File: config.mk
export PLATFORM = sky130hd
export DESIGN_NAME = dacs_ctrl
export DESIGN_NICKNAME = d
export VERILOG_FILES = /design/src/dacs_pkg.sv /design/src/dacs_sar_if.sv /design/src/dacs_sar.sv /design/src/dacs_ctrl.sv
export SDC_FILE = /design/constraint.sdc
export NUM_CORES = 1
export LEC_CHECK = 0
export BUFFER_PORTS_ARGS = -buffer_cell sky130_fd_sc_hd__buf_2
export CAP_MARGIN = 20
export CORE_MARGIN = 5
export CORE_UTILIZATION = 30
export DETAILED_ROUTE_END_ITERATION = 10
export PLACE_DENSITY = 0.52
export REMOVE_ABC_BUFFERS = 1
export SLEW_MARGIN = 20
export SYNTH_ARGS = -nofsm -noshare
export SYNTH_HDL_FRONTEND = slang
export SYNTH_SLANG_ARGS = --single-unit
export TNS_END_PERCENT = 20
File: constraint.sdc
create_clock -name clk_i -period 9.2 [get_ports clk_i]
set_input_delay 0.46 -clock clk_i [delete_from_list [all_inputs] [get_ports clk_i]]
set_output_delay 0.46 -clock clk_i [all_outputs]
set_load 0.03 [all_outputs]
File: src/dacs_pkg.sv
// constants, field layout and state codes for the dual converter control block
// assumes clk_i is the conversion clock: one clk_i edge is one converter clock period
package dacs_pkg;
    // ****************************************
    // widths and configuration word layout
    // ****************************************
    localparam int DATA_W = 12;
    localparam int TRIM_W = 10;
    localparam int CFG_W = 12;
    localparam int CFG_CH_HI_BIT = 11;
    localparam int CFG_CH_LO_BIT = 10;
    localparam int CFG_ADDR_LSB = 0;
    localparam int CFG_ADDR_W = 3;
    localparam logic [CFG_ADDR_W-1:0] ADDR_TRIM = 3'h3;
    localparam logic [CFG_ADDR_W-1:0] ADDR_SWRST = 3'h7;
    localparam logic [CFG_W-1:0] CFG_RST = 12'h000;
    localparam logic [TRIM_W-1:0] TRIM_RST = 10'h3FF;
    localparam logic [DATA_W-1:0] SAR_MSB = 12'h800;
    localparam logic [DATA_W+1:0] DIFF_OFFSET = 14'h1000;

    // ****************************************
    // timing, in ps and in converter clock periods
    // ****************************************
    localparam int CLK_PS = 20000;
    localparam int CONV_CLK_MIN_PS = 31250;
    localparam int T_CONV_MIN_PS = 406250;
    localparam int T_ACQ_MIN_PS = 62500;
    localparam int CONV_PERIODS = (T_CONV_MIN_PS + CONV_CLK_MIN_PS - 1) / CONV_CLK_MIN_PS;
    localparam int SAR_STEPS = CONV_PERIODS - 1;
    localparam int PRE_CYC = 1;
    localparam int ACQ_CYC = (T_ACQ_MIN_PS + CONV_CLK_MIN_PS - 1) / CONV_CLK_MIN_PS;
    localparam logic [3:0] SAR_STEPS_C = 4'(SAR_STEPS);
    localparam logic [3:0] ACQ_CYC_C = 4'(ACQ_CYC);
    localparam logic [3:0] CFG_BITS_C = 4'(CFG_W);

    // ****************************************
    // enumerations
    // ****************************************
    typedef enum logic [1:0] {
        CH_P0 = 2'h0,
        CH_P1_INV = 2'h1,
        CH_P1_NONINV = 2'h2,
        CH_P1 = 2'h3
    } dacs_chan_t;

    typedef enum logic [1:0] {
        ST_ACQ = 2'h0,
        ST_HOLD = 2'h1,
        ST_CONV = 2'h3,
        ST_PRE = 2'h2
    } dacs_state_t;
endpackage : dacs_pkg

File: src/dacs_sar_if.sv
// link between the sequencer and one successive-approximation converter
// assumes both ends share clk_i
`timescale 1ns/1ns
`default_nettype none
interface dacs_sar_if;
    import dacs_pkg::*;
    logic start;
    logic step;
    logic [DATA_W-1:0] target;
    logic [DATA_W-1:0] result;
    modport ctl (output start, output step, output target, input result);
    modport sar (input start, input step, input target, output result);
endinterface : dacs_sar_if
`default_nettype wire

File: src/dacs_sar.sv
// one successive-approximation converter, one bit decided per step
// assumes the sequencer gives exactly SAR_STEPS steps after each start
`timescale 1ns/1ns
`default_nettype none
module dacs_sar (
    input wire logic clk_i,
    input wire logic arst_n_i,
    dacs_sar_if.sar sar
);
    import dacs_pkg::*;

    logic [DATA_W-1:0] res_r;
    logic [DATA_W-1:0] mask_r;
    logic [DATA_W-1:0] trial;

    assign trial = res_r | mask_r;
    assign sar.result = res_r;

    // ****************************************
    // bit decisions
    // ****************************************
    always_ff @(posedge clk_i or negedge arst_n_i) begin
        if (!arst_n_i) begin
            res_r <= '0;
            mask_r <= '0;
        end else if (sar.start) begin
            res_r <= '0;
            mask_r <= SAR_MSB;
        end else if (sar.step && mask_r != '0) begin
            if (sar.target >= trial) begin
                res_r <= trial;
            end
            mask_r <= mask_r >> 1;
        end
    end
endmodule : dacs_sar
`default_nettype wire

File: src/dacs_ctrl.sv
// dual simultaneous-sampling converter control: channel mux, sample sequence, serial config
// assumes inputs are synchronous to clk_i; analog pins arrive as 12-bit levels
`timescale 1ns/1ns
`default_nettype none
module dacs_ctrl (
    input wire logic clk_i,
    input wire logic arst_n_i,
    input wire logic conversion_trigger_i,
    input wire logic rd_i,
    input wire logic serial_cfg_input_i,
    input wire logic [dacs_pkg::DATA_W-1:0] pair0_noninv_in_a_i,
    input wire logic [dacs_pkg::DATA_W-1:0] pair0_inv_in_a_i,
    input wire logic [dacs_pkg::DATA_W-1:0] pair1_noninv_in_a_i,
    input wire logic [dacs_pkg::DATA_W-1:0] pair1_inv_in_a_i,
    input wire logic [dacs_pkg::DATA_W-1:0] pair0_noninv_in_b_i,
    input wire logic [dacs_pkg::DATA_W-1:0] pair0_inv_in_b_i,
    input wire logic [dacs_pkg::DATA_W-1:0] pair1_noninv_in_b_i,
    input wire logic [dacs_pkg::DATA_W-1:0] pair1_inv_in_b_i,
    output logic busy_o,
    output logic acq_ready_o,
    output logic chan_sel_hi_o,
    output logic chan_sel_lo_o,
    output logic [dacs_pkg::DATA_W-1:0] result_a_o,
    output logic [dacs_pkg::DATA_W-1:0] result_b_o,
    output logic result_valid_o,
    output logic [dacs_pkg::TRIM_W-1:0] reference_output_o
);
    import dacs_pkg::*;

    // ****************************************
    // input multiplexer
    // ****************************************
    // offset-binary code of (plus - minus), full scale over 12 bits
    function automatic logic [DATA_W-1:0] mux_code(
        input logic [1:0] ch,
        input logic [DATA_W-1:0] p0p,
        input logic [DATA_W-1:0] p0n,
        input logic [DATA_W-1:0] p1p,
        input logic [DATA_W-1:0] p1n
    );
        logic [DATA_W-1:0] plus;
        logic [DATA_W-1:0] minus;
        logic [DATA_W+1:0] sum;
        plus = p0p;
        minus = p0n;
        unique case (dacs_chan_t'(ch))
            CH_P0: begin
                plus = p0p;
                minus = p0n;
            end
            CH_P1_INV: begin
                plus = p1n;
                minus = p0n;
            end
            CH_P1_NONINV: begin
                plus = p1p;
                minus = p0n;
            end
            CH_P1: begin
                plus = p1p;
                minus = p1n;
            end
        endcase
        sum = {2'b00, plus} + DIFF_OFFSET - {2'b00, minus};
        return sum[DATA_W:1];
    endfunction : mux_code

    // ****************************************
    // serial configuration port
    // ****************************************
    logic [CFG_W-1:0] shift_r;
    logic [3:0] bit_cnt_r;
    logic word_done_r;
    logic [1:0] chan_r;
    logic [TRIM_W-1:0] trim_r;
    logic trim_pend_r;
    logic [CFG_ADDR_W-1:0] word_addr;

    assign word_addr = shift_r[CFG_ADDR_LSB +: CFG_ADDR_W];

    // msb-first word on the data pin
    always_ff @(posedge clk_i or negedge arst_n_i) begin
        if (!arst_n_i) begin
            shift_r <= CFG_RST;
            bit_cnt_r <= '0;
            word_done_r <= 1'b0;
        end else begin
            word_done_r <= 1'b0;
            if (bit_cnt_r != '0) begin
                shift_r <= {shift_r[CFG_W-2:0], serial_cfg_input_i};
                bit_cnt_r <= bit_cnt_r - 4'h1;
                word_done_r <= (bit_cnt_r == 4'h1);
            end else if (rd_i) begin
                shift_r <= {shift_r[CFG_W-2:0], serial_cfg_input_i};
                bit_cnt_r <= CFG_BITS_C - 4'h1;
            end
        end
    end

    // one channel selection for both converters
    always_ff @(posedge clk_i or negedge arst_n_i) begin
        if (!arst_n_i) begin
            chan_r <= CFG_RST[CFG_CH_HI_BIT:CFG_CH_LO_BIT];
        end else if (word_done_r && !trim_pend_r) begin
            if (word_addr == ADDR_SWRST) begin
                chan_r <= CFG_RST[CFG_CH_HI_BIT:CFG_CH_LO_BIT];
            end else begin
                chan_r <= shift_r[CFG_CH_HI_BIT:CFG_CH_LO_BIT];
            end
        end
    end

    // trim word follows a trim command word
    always_ff @(posedge clk_i or negedge arst_n_i) begin
        if (!arst_n_i) begin
            trim_r <= TRIM_RST;
            trim_pend_r <= 1'b0;
        end else if (word_done_r) begin
            if (trim_pend_r) begin
                trim_r <= shift_r[TRIM_W-1:0];
                trim_pend_r <= 1'b0;
            end else if (word_addr == ADDR_SWRST) begin
                trim_r <= TRIM_RST;
            end else begin
                trim_pend_r <= (word_addr == ADDR_TRIM);
            end
        end
    end

    assign reference_output_o = trim_r;

    // ****************************************
    // sample / hold / convert sequence
    // ****************************************
    dacs_state_t state_r;
    logic trig_d_r;
    logic [3:0] step_cnt_r;
    logic [3:0] acq_cnt_r;
    logic [1:0] chan_hold_r;
    logic [DATA_W-1:0] target_a_r;
    logic [DATA_W-1:0] target_b_r;
    logic accept;
    logic acq_ok;

    assign acq_ok = (state_r == ST_ACQ) && (acq_cnt_r >= ACQ_CYC_C);
    assign acq_ready_o = acq_ok;
    // triggers during busy or too early in acquisition are dropped
    // rise takes the hold
    assign accept = conversion_trigger_i && !trig_d_r && acq_ok;

    always_ff @(posedge clk_i or negedge arst_n_i) begin
        if (!arst_n_i) begin
            trig_d_r <= 1'b0;
        end else begin
            trig_d_r <= conversion_trigger_i;
        end
    end

    always_ff @(posedge clk_i or negedge arst_n_i) begin
        if (!arst_n_i) begin
            state_r <= ST_ACQ;
        end else begin
            unique case (state_r)
                ST_ACQ: begin
                    if (accept) begin
                        state_r <= ST_HOLD;
                    end
                end
                ST_HOLD: state_r <= ST_CONV;
                ST_CONV: begin
                    if (step_cnt_r == SAR_STEPS_C - 4'h1) begin
                        state_r <= ST_PRE;
                    end
                end
                ST_PRE: state_r <= ST_ACQ;
            endcase
        end
    end

    always_ff @(posedge clk_i or negedge arst_n_i) begin
        if (!arst_n_i) begin
            step_cnt_r <= '0;
        end else if (state_r == ST_CONV) begin
            step_cnt_r <= step_cnt_r + 4'h1;
        end else begin
            step_cnt_r <= '0;
        end
    end

    // count starts at the precharge edge
    // so ready lands on the sixteenth clock and full rate stays reachable
    always_ff @(posedge clk_i or negedge arst_n_i) begin
        if (!arst_n_i) begin
            acq_cnt_r <= '0;
        end else if (state_r == ST_HOLD || state_r == ST_CONV) begin
            acq_cnt_r <= '0;
        end else if (acq_cnt_r < ACQ_CYC_C) begin
            acq_cnt_r <= acq_cnt_r + 4'h1;
        end
    end

    // both inputs held on one edge
    always_ff @(posedge clk_i or negedge arst_n_i) begin
        if (!arst_n_i) begin
            chan_hold_r <= CFG_RST[CFG_CH_HI_BIT:CFG_CH_LO_BIT];
            target_a_r <= '0;
            target_b_r <= '0;
        end else if (accept) begin
            chan_hold_r <= chan_r;
            target_a_r <= mux_code(chan_r, pair0_noninv_in_a_i, pair0_inv_in_a_i,
                                   pair1_noninv_in_a_i, pair1_inv_in_a_i);
            target_b_r <= mux_code(chan_r, pair0_noninv_in_b_i, pair0_inv_in_b_i,
                                   pair1_noninv_in_b_i, pair1_inv_in_b_i);
        end
    end

    assign chan_sel_hi_o = chan_hold_r[1];
    assign chan_sel_lo_o = chan_hold_r[0];

    always_ff @(posedge clk_i or negedge arst_n_i) begin
        if (!arst_n_i) begin
            busy_o <= 1'b0;
        end else begin
            busy_o <= accept || state_r == ST_HOLD ||
                      (state_r == ST_CONV && step_cnt_r != SAR_STEPS_C - 4'h1);
        end
    end

    // ****************************************
    // converters and results
    // ****************************************
    dacs_sar_if sar_a_if ();
    dacs_sar_if sar_b_if ();

    assign sar_a_if.start = (state_r == ST_HOLD);
    assign sar_b_if.start = (state_r == ST_HOLD);
    assign sar_a_if.step = (state_r == ST_CONV);
    assign sar_b_if.step = (state_r == ST_CONV);
    assign sar_a_if.target = target_a_r;
    assign sar_b_if.target = target_b_r;

    dacs_sar u_sar_a (
        .clk_i(clk_i),
        .arst_n_i(arst_n_i),
        .sar(sar_a_if.sar)
    );

    dacs_sar u_sar_b (
        .clk_i(clk_i),
        .arst_n_i(arst_n_i),
        .sar(sar_b_if.sar)
    );

    always_ff @(posedge clk_i or negedge arst_n_i) begin
        if (!arst_n_i) begin
            result_a_o <= '0;
            result_b_o <= '0;
            result_valid_o <= 1'b0;
        end else begin
            result_valid_o <= (state_r == ST_PRE);
            if (state_r == ST_PRE) begin
                result_a_o <= sar_a_if.result;
                result_b_o <= sar_b_if.result;
            end
        end
    end
endmodule : dacs_ctrl
`default_nettype wire

==> results.cfg <==
[clock_network]
cts-resized-gates = 0
cts.htree.levels = 4
post_cts.repair.setup_buffers = 0
cts-hold-fix-buffers = 0
cts_tree = yes
clk_pin_slew_ps = 70
cts_max_path_buffers = 2
ctsRootBufferMaster = sky130_fd_sc_hd__clkbuf_16
clk_latency_ps = 420
sinks_on_the_clock_net = 141
numCtsBuffers = 17

[routing]
detail_route.first_pass.iterations = 5
avgRoutedWirePerCell_um = 15.7
drc_errors = 0
routed_wl_um = 19300
drtAntennaViolNets = 0
detailroute.via_count = 6080
number_of_violations_reported_at_the_end_of_detailed_routing_iteration_0 = 288
route.detailed.vias_per_inst = 4.94

[hold_path]
min-delay-path-class = input port to asynchronous set/reset pin

[flow_run]
max_cap_viol_count = 0

[power]
pwr_density_cell_nw_per_um2 = 336
finalPower_mw = 3.17
worst_ir_drop_vdd_mv = 0.167
cellLeakagePower_nw = 4.56

[global_route]
grt_pass1_vias = 6219
grtUsageTotal_pct = 13.6
grt_overflow = 0
antenna_violations_before_repair = 0
grt_start_max_net_pins = 73
wire_length_of_the_first_global_routing_pass_um = 31900

[cells_and_area]
design_area_um2 = 9420
layout-drive-gt1-share_pct = 26.7
num_antenna_cells = 0
layout.nets = 1042
final.fill_count = 2544
areaGrowthSynthToFinish_pct = 21.8
multiInputGateArea_um2 = 3970
ff_latch_area_um2 = 3540
finish.utilization_pct = 37.2
finish.cell_count_without_fillers = 1231

[setup_path]
crit_path_start_kind = flip-flop
critical_path_required_ps = 9530
critPathKind = flip-flop to flip-flop
end_kind = flip-flop
timing.critical_path.slowest_stage_cell = sky130_fd_sc_hd__dfrtp_2
cp_max_fo = 29
cp_cell_sequence = nand2_1 -> buf_4 -> mux2i_1 -> inv_1 -> fa_1 -> nand2b_1 -> a21oi_1 -> o22ai_1 -> o21ai_0 -> a2111oi_0 -> nor3_1
worst_ep_arrival_time_ps = 4090
critical_path.max_stage_delay_ps = 930

[timing]
hold_viol = 0
finalMaxSlewViolations = 0
slew_headroom_pct = 38.7
achievable-frequency_ghz = 0.266
worst_slew_pin_slew_ps = 916
hold_ws_ps = 31.3
rsz0062_at_grt = false
setup_violations = 0
finalCriticalPeriod_ps = 3760
timing.setup.tns_ps = 0
finClkSkew_ps = 11.6
period_share_pct = 40.8
timing.final.ws_setup_ps = 5440

[placed_design]
dp_hpwl_um = 14300
placement.io_buffers = 139
dp_slack_ps = 5400
placedCellCount = 1199
placed_area_um2 = 8790
place_congestion = 0.781

[synth]
synthTopCellsByArea = sky130_fd_sc_hd__dfrtp_1, sky130_fd_sc_hd__ha_1, sky130_fd_sc_hd__mux2i_1, sky130_fd_sc_hd__mux2_2, sky130_fd_sc_hd__nand2_1
syn-instance-count = 755
synth_sequential_area_ratio_pct = 45.8
post-synth-top-area-cell = sky130_fd_sc_hd__dfrtp_1
async_reset_ff_share_pct = 100
synth_top_flop_cell = sky130_fd_sc_hd__dfrtp_1
ys_seq_elements = 141
number_of_warning_messages_in_the_yosys_log = 0
yosys.cell_types.count = 62
syn-cell-area_um2 = 7740
synth_top_area_share_pct = 42.4
synthesis.area_per_instance_um2 = 10.2
synth_edf_count = 0

[die]
die_h_um = 171
floorplan.core_area_um2 = 25300
initial_utilization_pct = 30.6
design.portCount = 140
fp.dieArea_um2 = 29100
rows = 58
die_width_um = 171

[status]
outcome = completed
[layer usage]
layer	global-route usage, %	part of all wire (%)
met5	0	0
met3	2.73	4.3
met4	3.82	1.4
met2	22.5	48
met1	18.0	46
[cells by family after synthesis]
group / count (synthesis) / synth area share (%)
AO/OA/AOI/OAI: 191 / 16.4
XOR/XNOR: 16 / 1.81
adder cells (fa/ha/maj): 53 / 8.76
buffers and inverters: 63 / 3.22
flip-flops: 141 / 45.8
multiplexers: 86 / 11.9
AND/OR/NAND/NOR: 205 / 12.2
[cell type report]
type | instances | area share [%]
Clock inverter | 13 | 1.99
Sequential cell | 141 | 37.6
Timing Repair Buffer | 146 | 8.01
Inverter | 31 | 1.23
Multi-Input combinational cell | 551 | 42.1
Tap cell | 330 | 4.38
Clock buffer | 19 | 4.70
[layout by cell type (no fill, tap or decap), types with 5 or more instances in the layout]
cell type and count:
sky130_fd_sc_hd__a21oi_1 34, sky130_fd_sc_hd__clkbuf_16 17, sky130_fd_sc_hd__o21ai_0 67, sky130_fd_sc_hd__o21a_1 5, sky130_fd_sc_hd__nor3_1 10, sky130_fd_sc_hd__mux2i_1 46
sky130_fd_sc_hd__o22a_1 10, sky130_fd_sc_hd__xnor2_1 7, sky130_fd_sc_hd__dfstp_2 10, sky130_fd_sc_hd__ha_1 51, sky130_fd_sc_hd__nor4_1 10, sky130_fd_sc_hd__a22o_1 23
sky130_fd_sc_hd__buf_4 7, sky130_fd_sc_hd__o2111ai_1 5, sky130_fd_sc_hd__a21o_1 8, sky130_fd_sc_hd__buf_2 138, sky130_fd_sc_hd__nand3_1 10, sky130_fd_sc_hd__mux2_2 38
sky130_fd_sc_hd__nand2_1 93, sky130_fd_sc_hd__nand2b_1 9, sky130_fd_sc_hd__nor2_1 43, sky130_fd_sc_hd__a31oi_1 5, sky130_fd_sc_hd__xor2_1 9, sky130_fd_sc_hd__dfrtp_1 130
sky130_fd_sc_hd__nand4_1 7, sky130_fd_sc_hd__inv_1 31
[worst max-delay path: cells and delay by family (launching register included)]
kind	cells	cell delay, ps
AOI/OAI and AO/OA	4	790
adders and majority gates	1	450
buffers and inverters	2	440
DFF	1	930
muxes	1	240
and+or+nand+nor	3	810
[registers in the layout, summed over array words and instances (netlist names), 2 cells and up]
register and count:
state_r 2, acq_cnt_r 4, u_sar_a.sar.result 12, reference_output_o 10, u_sar_b.mask_r 12, u_sar_a.mask_r 12
step_cnt_r 4, sar_b_if.target 12, chan_hold_r 2, shift_r 12, result_a_o 12, bit_cnt_r 4
chan_r 2, result_b_o 12, sar_a_if.target 12, u_sar_b.sar.result 12
[power breakdown]
group          internal (mW)  switching [mW]
logic                  0.585           0.841
clock network          0.463           0.271
registers              0.826           0.182
[Yosys cell counts, drive strengths merged (5+ instances only)]
| master | count |
|---|---|
| o21ai | 69 |
| a31oi | 7 |
| o22a | 10 |
| nand3 | 10 |
| o21a | 5 |
| a21o | 8 |
| nand2b | 10 |
| nand4 | 7 |
| buf | 11 |
| a22o | 23 |
| a21oi | 36 |
| xor2 | 9 |
| dfrtp | 131 |
| mux2 | 39 |
| nor4 | 10 |
| dfstp | 10 |
| ha | 51 |
| mux2i | 47 |
| xnor2 | 7 |
| inv | 31 |
| o2111ai | 5 |
| nand2 | 93 |
| clkbuf | 21 |
| nor3 | 10 |
| nor2 | 43 |
[worst paths after layout]
path	from	to	slack [ps]	cells after the start
max	chan_r[0]	sar_a_if.target[11]	5440	11
min	arst_n_i	result_a_o[5]	30	1
max reg2reg	chan_r[0]	sar_a_if.target[11]	5440	11
min reg2reg	step_cnt_r[0]	step_cnt_r[0]	470	1
max in group asynchronous	arst_n_i	chan_r[0]	7730	2
min in group clk_i	conversion_trigger_i	trig_d_r	180	1
Power figures use the tool's default switching activity.
